==> src/verilog/iil_defs.svh <==
// Summary of operation
// - five direct causes, bit 0 summarises eight extended
// - primary read clears all but two summaries, three in gen2
// - code summary cleared via channel-0 code read
// - extended read clears it and its summary
// - output released once no unmasked status bit is set
// - masked causes hidden, kept pending until unmasked
// - summaries still set when masked, no request
// - code summary from sq, ch0; ch1 gen2 terminal
// - disabled sq/ch1 flags hide changes until enabled
// - channel-0 code read clears all change flags
// - new code waits for read, reinterrupts if pending
// - code registers two deep: first then latest
// - monitor logic gen2 only, one channel non-terminal
// - ack and abort share one transmit enable
// - rx enable gates; no handshake: first byte only
// - handshake: store marker-fall bytes, drive rx marker
// - gen1: monitor byte raises monitor status directly
// - level request held while any unmasked cause remains
// - output switches on data clock rising edge
// - request line open drain, pulled low active
`ifndef IIL_DEFS_SVH
`define IIL_DEFS_SVH
// word indices on the bus, byte address = index * 4
`define IIL_ADR_STATUS  4'h0
`define IIL_ADR_MASK    4'h1
`define IIL_ADR_EXT     4'h2
`define IIL_ADR_CH0     4'h3
`define IIL_ADR_CH1     4'h4
`define IIL_ADR_SQ      4'h5
`define IIL_ADR_SQX     4'h6
`define IIL_ADR_MODE    4'h7
`define IIL_ADR_MOCTL   4'h8
`define IIL_ADR_MOSTAT  4'h9
`define IIL_ADR_MODATA  4'hA
// primary status bit positions
`define IIL_ST_EXT      0
`define IIL_ST_MON      1
`define IIL_ST_CODE     2
`define IIL_SUMMARY_MSK 8'h05
// sq transmit register enables
`define IIL_SQX_SQ_EN   0
`define IIL_SQX_CH1_EN  1
// mode register
`define IIL_MODE_GEN2   0
`define IIL_MODE_TERM   1
// monitor control and state bits
`define IIL_MOC_RX_EN   0
`define IIL_MOC_HS      1
`define IIL_MOC_TX_EN   2
`define IIL_MST_DR      0
`define IIL_MST_ER      1
`define IIL_MST_DA      2
`define IIL_MST_AB      3
// reset values
`define IIL_RST_MASK    8'h00
`define IIL_RST_SQX     8'h00
`define IIL_RST_MODE    8'h00
`define IIL_RST_MOCTL   8'h00
`endif

==> src/verilog/iil_pkg.sv <==
package iil_pkg;
   typedef logic [7:0] iil_byte_type;
   typedef logic [3:0] iil_code_type;
   typedef enum logic [1:0] {
      IIL_CH_SQ  = 2'b00,
      IIL_CH_CH0 = 2'b01,
      IIL_CH_CH1 = 2'b10
   } iil_chan_type;
endpackage

==> src/verilog/iil_top.sv <==
// The register offsets and the Wishbone interface to the registers are this design's own decisions.
`timescale 1ns/1ps
`include "iil_defs.svh"
module iil_top
   import iil_pkg::*;
(
   input  wire logic         clk,
   input  wire logic         reset_n,
   input  wire logic         wb_cyc_i,
   input  wire logic         wb_stb_i,
   input  wire logic         wb_we_i,
   input  wire logic [7:0]   wb_adr_i,
   input  wire logic [3:0]   wb_sel_i,
   input  wire logic [31:0]  wb_dat_i,
   output logic      [31:0]  wb_dat_o,
   output logic              wb_ack_o,
   input  wire logic         serial_data_clock,
   input  wire logic [4:0]   direct_cause,
   input  wire logic [7:0]   ext_cause,
   input  wire iil_code_type sq_code_in,
   input  wire iil_code_type ch0_code_in,
   input  wire iil_code_type ch1_code_in,
   input  wire logic [2:0]   code_valid,
   input  wire logic         mon_byte_valid,
   input  wire iil_byte_type mon_byte_in,
   input  wire logic         monitor_tx_marker,
   input  wire logic         mon_end,
   input  wire logic         mon_acked,
   input  wire logic         mon_aborted,
   output logic              monitor_rx_marker,
   input  wire logic         irq_in,
   output logic              irq_out,
   output logic              irq_oe_n
);

////////////////////////////////////////////////////////////////////////////////
   logic         req;
   logic         rd;
   logic         wr;
   logic [3:0]   widx;
   iil_byte_type mask;
   iil_byte_type sq_transmit_reg;
   iil_byte_type mode;
   iil_byte_type monitor_control_reg;
   logic [3:0]   monitor_state_reg;
   iil_byte_type mon_data;
   iil_byte_type extended_status_reg;
   iil_byte_type pend;
   iil_byte_type status_word;
   iil_byte_type next_rdata;
   logic         gen2;
   logic         term;
   logic         sdc_meta;
   logic         sdc_sync;
   logic         sdc_prev;
   logic         marker_prev;
   logic         in_packet;
   logic         extended_summary_flag;
   logic         code_change_summary;
   logic         mon_summary;
   logic         rd_ch0;
   logic         sq_change_flag;
   logic         ch0_change_flag;
   logic         ch1_change_flag;
   iil_code_type code_in   [3];
   iil_code_type code_last [3];
   iil_code_type code_cur  [3];
   iil_code_type code_pend [3];
   logic [2:0]   pend_v;
   logic [2:0]   unread;
   logic [2:0]   flag;
   logic [2:0]   is_new;
   logic [2:0]   rd_own;
   logic [2:0]   load;
   logic         rx_take;
   logic         marker_fall;

   function automatic logic hit(input logic [3:0] idx, input logic [3:0] want);
      hit = idx == want;
   endfunction

////////////////////////////////////////////////////////////////////////////////
// bus slave: ack one cycle after the request, effects at that edge
   assign widx = wb_adr_i[5:2];
   assign rd   = wb_cyc_i & wb_stb_i & ~wb_we_i & ~wb_ack_o;
   assign wr   = wb_cyc_i & wb_stb_i & wb_we_i & ~wb_ack_o & wb_sel_i[0];
   assign gen2 = mode[`IIL_MODE_GEN2];
   assign term = mode[`IIL_MODE_TERM];
   assign rd_ch0 = rd & hit(widx, `IIL_ADR_CH0);

   always_ff @(posedge clk or negedge reset_n) begin
      if (!reset_n) begin
         wb_ack_o <= 1'b0;
      end else begin
         wb_ack_o <= wb_cyc_i & wb_stb_i & ~wb_ack_o;
      end
   end

   always_ff @(posedge clk or negedge reset_n) begin
      if (!reset_n) begin
         wb_dat_o <= 32'h00000000;
      end else if (rd) begin
         wb_dat_o <= {24'h000000, next_rdata};
      end
   end

   always_ff @(posedge clk or negedge reset_n) begin
      if (!reset_n) begin
         mask                <= `IIL_RST_MASK;
         sq_transmit_reg     <= `IIL_RST_SQX;
         mode                <= `IIL_RST_MODE;
         monitor_control_reg <= `IIL_RST_MOCTL;
      end else if (wr) begin
         if (hit(widx, `IIL_ADR_MASK)) begin
            mask <= wb_dat_i[7:0];
         end
         if (hit(widx, `IIL_ADR_SQX)) begin
            sq_transmit_reg <= wb_dat_i[7:0];
         end
         if (hit(widx, `IIL_ADR_MODE)) begin
            mode <= wb_dat_i[7:0];
         end
         if (hit(widx, `IIL_ADR_MOCTL)) begin
            monitor_control_reg <= wb_dat_i[7:0];
         end
      end
   end

   // masked direct causes and monitor summary read as zero, extended and code summaries always shown
   always_comb begin
      next_rdata = 8'h00;
      case (widx)
         `IIL_ADR_STATUS: next_rdata = status_word & (~mask | `IIL_SUMMARY_MSK);
         `IIL_ADR_MASK:   next_rdata = mask;
         `IIL_ADR_EXT:    next_rdata = extended_status_reg;
         `IIL_ADR_CH0:    next_rdata = {1'b0, sq_change_flag, ch0_change_flag, ch1_change_flag, code_cur[1]};
         `IIL_ADR_CH1:    next_rdata = {4'h0, code_cur[2]};
         `IIL_ADR_SQ:     next_rdata = {4'h0, code_cur[0]};
         `IIL_ADR_SQX:    next_rdata = sq_transmit_reg;
         `IIL_ADR_MODE:   next_rdata = mode;
         `IIL_ADR_MOCTL:  next_rdata = monitor_control_reg;
         `IIL_ADR_MOSTAT: next_rdata = {4'h0, monitor_state_reg};
         `IIL_ADR_MODATA: next_rdata = mon_data;
         default:         next_rdata = 8'h00;
      endcase
   end

////////////////////////////////////////////////////////////////////////////////
// primary and extended status
   assign extended_summary_flag = |extended_status_reg;
   assign mon_summary = gen2 ? |monitor_state_reg : pend[`IIL_ST_MON];
   assign status_word = {pend[7:3], code_change_summary, mon_summary, extended_summary_flag};
   // summaries set regardless of mask but never request when masked
   assign req = |(status_word & ~mask);

   always_ff @(posedge clk or negedge reset_n) begin
      if (!reset_n) begin
         extended_status_reg <= 8'h00;
      end else begin
         // a cause in the read cycle survives the clear
         extended_status_reg <= (extended_status_reg & ~{8{rd & hit(widx, `IIL_ADR_EXT)}}) | ext_cause;
      end
   end

   always_ff @(posedge clk or negedge reset_n) begin
      if (!reset_n) begin
         pend <= 8'h00;
      end else begin
         if (rd & hit(widx, `IIL_ADR_STATUS)) begin
            // masked bits stay pending, extended and code summaries untouched
            pend[7:3] <= (pend[7:3] & mask[7:3]) | direct_cause;
            pend[`IIL_ST_MON] <= (pend[`IIL_ST_MON] & mask[`IIL_ST_MON])
                                 | (~gen2 & mon_byte_valid);
         end else begin
            pend[7:3] <= pend[7:3] | direct_cause;
            pend[`IIL_ST_MON] <= pend[`IIL_ST_MON] | (~gen2 & mon_byte_valid);
         end
         pend[`IIL_ST_EXT]  <= 1'b0;
         pend[`IIL_ST_CODE] <= 1'b0;
      end
   end

////////////////////////////////////////////////////////////////////////////////
// code change channels, each with one waiting slot
   assign code_in[0] = sq_code_in;
   assign code_in[1] = ch0_code_in;
   assign code_in[2] = ch1_code_in;

   always_comb begin
      rd_own[0] = rd & hit(widx, `IIL_ADR_SQ);
      rd_own[1] = rd_ch0;
      rd_own[2] = rd & hit(widx, `IIL_ADR_CH1);
      for (int i = 0; i < 3; i++) begin
         is_new[i] = code_valid[i] & (code_in[i] != code_last[i]);
         // unread contents block a load; the read frees the slot
         load[i]   = (rd_own[i] & pend_v[i]) | (is_new[i] & (rd_own[i] | ~unread[i]));
      end
   end

   always_ff @(posedge clk or negedge reset_n) begin
      if (!reset_n) begin
         for (int i = 0; i < 3; i++) begin
            code_last[i] <= 4'h0;
            code_cur[i]  <= 4'h0;
            code_pend[i] <= 4'h0;
         end
         pend_v <= 3'b000;
         unread <= 3'b000;
      end else begin
         for (int i = 0; i < 3; i++) begin
            if (code_valid[i]) begin
               code_last[i] <= code_in[i];
            end
            if (rd_own[i] & pend_v[i]) begin
               code_cur[i] <= code_pend[i];
               unread[i]   <= 1'b1;
               pend_v[i]   <= is_new[i];
               if (is_new[i]) begin
                  code_pend[i] <= code_in[i];
               end
            end else if (load[i]) begin
               code_cur[i] <= code_in[i];
               unread[i]   <= 1'b1;
            end else if (is_new[i]) begin
               // later changes overwrite the slot, latest code wins
               code_pend[i] <= code_in[i];
               pend_v[i]    <= 1'b1;
            end else if (rd_own[i]) begin
               unread[i] <= 1'b0;
            end
         end
      end
   end

   always_ff @(posedge clk or negedge reset_n) begin
      if (!reset_n) begin
         flag <= 3'b000;
      end else begin
         for (int i = 0; i < 3; i++) begin
            if (load[i]) begin
               flag[i] <= 1'b1;
            end else if (rd_ch0) begin
               flag[i] <= 1'b0;
            end
         end
      end
   end

   // disabled flags stay stored and appear once re-enabled
   assign sq_change_flag  = flag[0] & sq_transmit_reg[`IIL_SQX_SQ_EN];
   assign ch0_change_flag = flag[1];
   assign ch1_change_flag = flag[2] & sq_transmit_reg[`IIL_SQX_CH1_EN];
   assign code_change_summary = sq_change_flag | ch0_change_flag
                                | (ch1_change_flag & gen2 & term);

////////////////////////////////////////////////////////////////////////////////
// monitor channel, control and state gen2 only, gen1 just stores each byte; second channel registers not built
   assign marker_fall = marker_prev & ~monitor_tx_marker;
   always_comb begin
      rx_take = 1'b0;
      if (gen2 & monitor_control_reg[`IIL_MOC_RX_EN]) begin
         if (monitor_control_reg[`IIL_MOC_HS]) begin
            rx_take = marker_fall;
         end else begin
            rx_take = mon_byte_valid & ~in_packet;
         end
      end
   end

   always_ff @(posedge clk or negedge reset_n) begin
      if (!reset_n) begin
         marker_prev <= 1'b1;
         in_packet   <= 1'b0;
      end else begin
         marker_prev <= monitor_tx_marker;
         if (mon_end) begin
            in_packet <= 1'b0;
         end else if (mon_byte_valid) begin
            in_packet <= 1'b1;
         end
      end
   end

   always_ff @(posedge clk or negedge reset_n) begin
      if (!reset_n) begin
         mon_data <= 8'h00;
      end else if (rx_take | (~gen2 & mon_byte_valid)) begin
         mon_data <= mon_byte_in;
      end
   end

   always_ff @(posedge clk or negedge reset_n) begin
      if (!reset_n) begin
         monitor_state_reg <= 4'h0;
      end else begin
         monitor_state_reg <= (monitor_state_reg & ~{4{rd & hit(widx, `IIL_ADR_MOSTAT)}})
            | {gen2 & monitor_control_reg[`IIL_MOC_TX_EN] & mon_aborted,
               gen2 & monitor_control_reg[`IIL_MOC_TX_EN] & mon_acked,
               gen2 & monitor_control_reg[`IIL_MOC_RX_EN] & mon_end,
               rx_take};
      end
   end

   // handshake bit low while a stored byte waits for the host
   always_ff @(posedge clk or negedge reset_n) begin
      if (!reset_n) begin
         monitor_rx_marker <= 1'b1;
      end else if (gen2 & monitor_control_reg[`IIL_MOC_HS] & marker_fall & monitor_control_reg[`IIL_MOC_RX_EN]) begin
         monitor_rx_marker <= 1'b0;
      end else if (rd & hit(widx, `IIL_ADR_MODATA)) begin
         monitor_rx_marker <= 1'b1;
      end
   end

////////////////////////////////////////////////////////////////////////////////
// request line, open drain, moved only on data clock rising edge
   always_ff @(posedge clk or negedge reset_n) begin
      if (!reset_n) begin
         sdc_meta <= 1'b0;
         sdc_sync <= 1'b0;
         sdc_prev <= 1'b0;
      end else begin
         sdc_meta <= serial_data_clock;
         sdc_sync <= sdc_meta;
         sdc_prev <= sdc_sync;
      end
   end

   always_ff @(posedge clk or negedge reset_n) begin
      if (!reset_n) begin
         irq_out  <= 1'b0;
         irq_oe_n <= 1'b1;
      end else begin
         irq_out <= 1'b0;
         if (sdc_sync & ~sdc_prev) begin
            // released once nothing unmasked is pending
            irq_oe_n <= ~req;
         end
      end
   end

endmodule
==> config.mk <==
export PLATFORM = sky130hd
export DESIGN_NAME = iil_top
export DESIGN_NICKNAME = d
export VERILOG_FILES = /design/src/verilog/iil_pkg.sv /design/src/verilog/iil_top.sv
export VERILOG_INCLUDE_DIRS = /design/src /design/src/verilog
export SDC_FILE = /design/constraint.sdc
export NUM_CORES = 1
export LEC_CHECK = 0
export BUFFER_PORTS_ARGS = -buffer_cell sky130_fd_sc_hd__buf_4
export CORE_MARGIN = 2
export CORE_UTILIZATION = 59
export CTS_CLUSTER_SIZE = 10
export DETAILED_ROUTE_END_ITERATION = 8
export PLACE_DENSITY = 0.85
export SYNTH_ARGS = -nofsm -noshare
export SYNTH_HDL_FRONTEND = slang
export SYNTH_SLANG_ARGS = --single-unit
==> constraint.sdc <==
create_clock -name clk -period 2.69 [get_ports clk]
set_input_delay 0.4035 -clock clk [delete_from_list [all_inputs] [get_ports clk]]
set_output_delay 0.4035 -clock clk [all_outputs]
set_load 0.03 [all_outputs]
==> parameters.txt <==
Parameter                              Value

Yosys
  EDFF count, synth ... 0
  Area leader, netlist ... sky130_fd_sc_hd__dfrtp_1
  Flip-flop cell with the highest count after synthesis ... sky130_fd_sc_hd__dfrtp_1
  Synthesized flop and latch total ... 119
  Synth async-reset ratio ... between 90% and 100%
  Average cell area after synthesis ... approximately 12 um2
  Area share of the leading cell type in the synthesized netlist ... between 40 and 50%
  Cell types with the largest area share after synthesis ... sky130_fd_sc_hd__dfrtp_1, sky130_fd_sc_hd__mux2_2, sky130_fd_sc_hd__buf_4
  Count of unique library cells instantiated by Yosys ... 77
  Seq/Total Area, Yosys ... around half
  Post-Syn Instances ... roughly 530
  Cell area after technology mapping ... 6160 um2
  Synthesis Warnings ... 0

Final layout
  Number of nets in the layout ... 697
  Synthesis-to-layout area growth ... 18.3%
  Biggest regs ... code_cur: 12 flops, code_last: 12 flops, code_pend: 12 flops
  Diode count ... 0
  Fraction of final layout cells with drive strength greater than 1 ... around a third

Floorplanning
  Die outline width ... 106 um
  Starting Density ... between 60 and 70%
  Placeable core region ... 10200 um2
  I/O pins ... 128
  Vert. Die Dim ... 106 um
  Die Area ... between 10000 and 15000 um2
  Number of core rows ... 37

Setup path
  Maximum fanout encountered on the critical timing path ... 9
  Crit path required time ... 3.09 ns
  Bufs and invs on worst path ... 0
  Gate family responsible for the most delay along the worst path ... simple AND/OR/NAND/NOR gates
  Critical R2R Capture ... code_pend[9]
  Count of cell instances traversed by the critical path ... 4
  CP Cell Sequence ... nand4bb_1 > or3_4 > a21oi_4 > mux2_1
  Category of the worst setup path launch point ... flop
  Arrival @ worst endpoint ... about 2.7 ns
  Number of cells on the worst reg-to-reg path ... 4
  WS Path Type ... flop to flop
  Launch point of the critical path ... wb_ack_o
  Launch instance of the worst register-to-register path ... wb_ack_o
  Worst reg-to-reg setup slack ... 0.39 ns
  Worst-path cell with the longest stage delay ... sky130_fd_sc_hd__or3_4
  End point of the critical path ... code_pend[9]
  Element type at the critical path end ... flop
  Worst path max stage delay ... approximately 0.60 ns

GRT
  Remaining global-route overflow ... 0
  Number of antenna violations at the first check in global routing ... 0
  Overall Global Routing Usage ... between 20 and 30%
  Pin count of the biggest net entering global routing ... 74
  Vias in the first global route ... around 4700
  Wire length of the first global-routing pass ... between 20000 and 25000 um

Clocking
  CTS Buf Count ... 17
  TritonCTS clock tree ... done
  Number of gates resized after cts ... 0
  Library cell used as clock root buffer ... sky130_fd_sc_hd__clkbuf_8
  TritonCTS Sinks ... ~120
  Post-CTS setup buffer count ... 0
  H-tree level count ... 4
  Clock transition at path regs ... about 0.060 ns
  Clock latency on the worst-skew pair ... ~0.53 ns
  Longest Clk Path Bufs ... 2

Drt
  Post-detailed-route via-to-cell ratio ... 6.09
  Number of detailed-routing iterations run before antenna repair ... 6
  Overall via count from detail_route ... roughly 4600
  Detailed router's first-iteration violation count ... 501
  Avg WL per Cell ... ~20 um
  Number of routed nets with antenna violations ... 0
  Remaining routing DRC violations ... 0
  Final wirelength ... around 15000 um

STA
  Slew Limit Headroom ... a little under three fifths
  Worst-Margin Slew ... 0.632 ns
  Final clock period utilization by the worst path ... between 80% and 90%
  Clock skew ... about 0.0056 ns
  Setup TNS ... 0 ns
  Final Hold Vio Count ... 0
  Slack of the critical path ... a little under 0.4 ns
  Fmax ... 0.435 GHz
  Finish-stage setup viols ... 0
  RSZ-0062 raised after global routing ... false
  Final Critical Period ... 2.30 ns
  Final max-slew violation count ... 0

Pwr
  Power density relative to cell area ... just under 700 nW/um2
  Post-layout total power ... a little under 5 mW
  Switching Power ... 1.29 mW
  Combinational group share of total power ... approximately 14%
  Switching Fraction ... roughly a quarter
  Maximum ir drop on the vdd rail ... roughly 0.60 mV
  Part of the power in registers ... around 43%
  Internal power of the cells ... about 3.7 mW
  Static leakage ... 3.22 nW
  Clock Power Share ... 43.2%

Placement
  Routability Congestion ... 0.914
  Port buffer count ... 70
  Detailed Place HPWL ... ~10000 um
  Pre-CTS setup slack ... 0.347 ns

Worst hold path
  Path category of the worst min-delay check ... input port to flop
  Hold path startpoint ... mon_end

Run
  Max-cap violation count ... 0

Outcome
  Result of the run ... completed
==> worst reg2reg max path, stage by stage, from the launching register on <==
cell	delay, ns
sky130_fd_sc_hd__dfrtp_1	0.40
sky130_fd_sc_hd__nand4bb_1	0.58
sky130_fd_sc_hd__or3_4	0.61
sky130_fd_sc_hd__a21oi_4	0.22
sky130_fd_sc_hd__mux2_1	0.36
==> cell type report <==
| type | count | area (um2) |
|---|---|---|
| sequential | 119 | 2980 |
| inverter | 26 | 97.6 |
| multi-input combinational | 357 | 2820 |
| fill | 731 | 2950 |
| tap | 136 | 170 |
| timing repair buffer | 84 | 651 |
| clock buffer | 22 | 463 |
| clock inverter | 9 | 100 |
==> synth_stat cells (3+ instances only) <==
| cell type | instances |
|---|---|
| sky130_fd_sc_hd__dfrtp_1 | 116 |
| sky130_fd_sc_hd__mux2_2 | 59 |
| sky130_fd_sc_hd__buf_4 | 28 |
| sky130_fd_sc_hd__inv_1 | 25 |
| sky130_fd_sc_hd__nand2_1 | 24 |
| sky130_fd_sc_hd__a21oi_1 | 21 |
| sky130_fd_sc_hd__nand3b_1 | 18 |
| sky130_fd_sc_hd__buf_2 | 15 |
| sky130_fd_sc_hd__nand2b_1 | 13 |
| sky130_fd_sc_hd__o21ai_0 | 12 |
| sky130_fd_sc_hd__xor2_1 | 12 |
| sky130_fd_sc_hd__a21o_1 | 11 |
| sky130_fd_sc_hd__nand3_1 | 11 |
| sky130_fd_sc_hd__o221ai_1 | 9 |
| sky130_fd_sc_hd__nor2b_1 | 8 |
| sky130_fd_sc_hd__mux2i_1 | 7 |
| sky130_fd_sc_hd__nor2_1 | 7 |
| sky130_fd_sc_hd__and2_1 | 6 |
| sky130_fd_sc_hd__nor3_1 | 6 |
| sky130_fd_sc_hd__a221o_1 | 5 |
| sky130_fd_sc_hd__mux2_1 | 5 |
| sky130_fd_sc_hd__nor4_1 | 5 |
| sky130_fd_sc_hd__o41ai_1 | 5 |
| sky130_fd_sc_hd__or3b_2 | 5 |
| sky130_fd_sc_hd__or4_1 | 5 |
| sky130_fd_sc_hd__a22o_1 | 4 |
| sky130_fd_sc_hd__a32o_1 | 4 |
| sky130_fd_sc_hd__buf_6 | 4 |
| sky130_fd_sc_hd__clkbuf_1 | 4 |
| sky130_fd_sc_hd__nand4bb_1 | 4 |
| sky130_fd_sc_hd__o41ai_2 | 4 |
| sky130_fd_sc_hd__a211oi_1 | 3 |
| sky130_fd_sc_hd__and3_1 | 3 |
| sky130_fd_sc_hd__dfstp_2 | 3 |
| sky130_fd_sc_hd__nand4b_1 | 3 |
| sky130_fd_sc_hd__nor3b_1 | 3 |
==> cell usage in the layout (no fill, tap or decap), drive strengths merged, types with 7 or more instances in the layout <==
cell and instances:
conb 25, mux2i 7, buf 81, clkbuf 22, o41ai 9, o21ai 14, dfrtp 116, inv 26
nand2b 13, nor2b 8, mux2 64, a21o 11, o221ai 9, xor2 12, nor2 7, a21oi 24
nor3 8, nand3b 18, nand2 24, nand3 12
==> worst min-delay path by stage <==
stage | end | cells after the start
after global routing | in_packet | 2
final | in_packet | 2
after detailed placement | pend[4] | 1
after global placement | pend[4] | 1
after CTS | in_packet | 2
after floorplan | code_cur[0] | 0
==> stage by stage <==
step	area, um2	hold WS, ns	utilization (%)	instances
final	7290	0.0356	71.2	753
after global routing	7290	0.0187	71.2	753
after CTS	7290	0.0167	71.2	753
after detailed placement	6690	0.230	65.4	719
after global placement	6690	0.229	65.4	719
after floorplan	6250	0.108	-	553
==> power by group through the flow <==
stage / sequential [mW] / combinational, mW / clock, mW
floorplan: 2.14 / 0.446 / 0
global placement: 2.14 / 0.658 / 0
detailed placement: 2.15 / 0.683 / 0
CTS: 2.13 / 0.693 / 2.17
global route: 2.15 / 0.754 / 2.25
finish: 2.13 / 0.693 / 2.14
==> routing by layer <==
layer / vias to the layer above / GRT usage (%) / part of all wire (%)
li1: 2058 / - / -
met1: 2300 / 35.7 / 40
met2: 199 / 44.8 / 49
met3: 30 / 6.32 / 7.4
met4: 0 / 13.3 / 2.8
met5: - / 0 / 0
==> timing repair <==
item | in CTS | in global routing
hold buffers | 3 | 0
setup endpoints to repair | 0 | 0
endpoints found under the hold margin | 78 | 0
==> cells by family (layout without fill, tap and decap cells) <==
| family | after synthesis | count (layout) | synth area share (%) |
|---|---|---|---|
| other | 1 | 25 | 0.0609 |
| flip-flops | 119 | 119 | 48.4 |
| buffers and inverters | 77 | 141 | 7.19 |
| AND/OR/NAND/NOR | 141 | 141 | 15.9 |
| XOR/XNOR | 12 | 12 | 1.71 |
| AO/OA/AOI/OAI | 107 | 107 | 13.6 |
| multiplexers | 72 | 72 | 13.2 |
No activity file was read; power rests on OpenSTA's default activity.
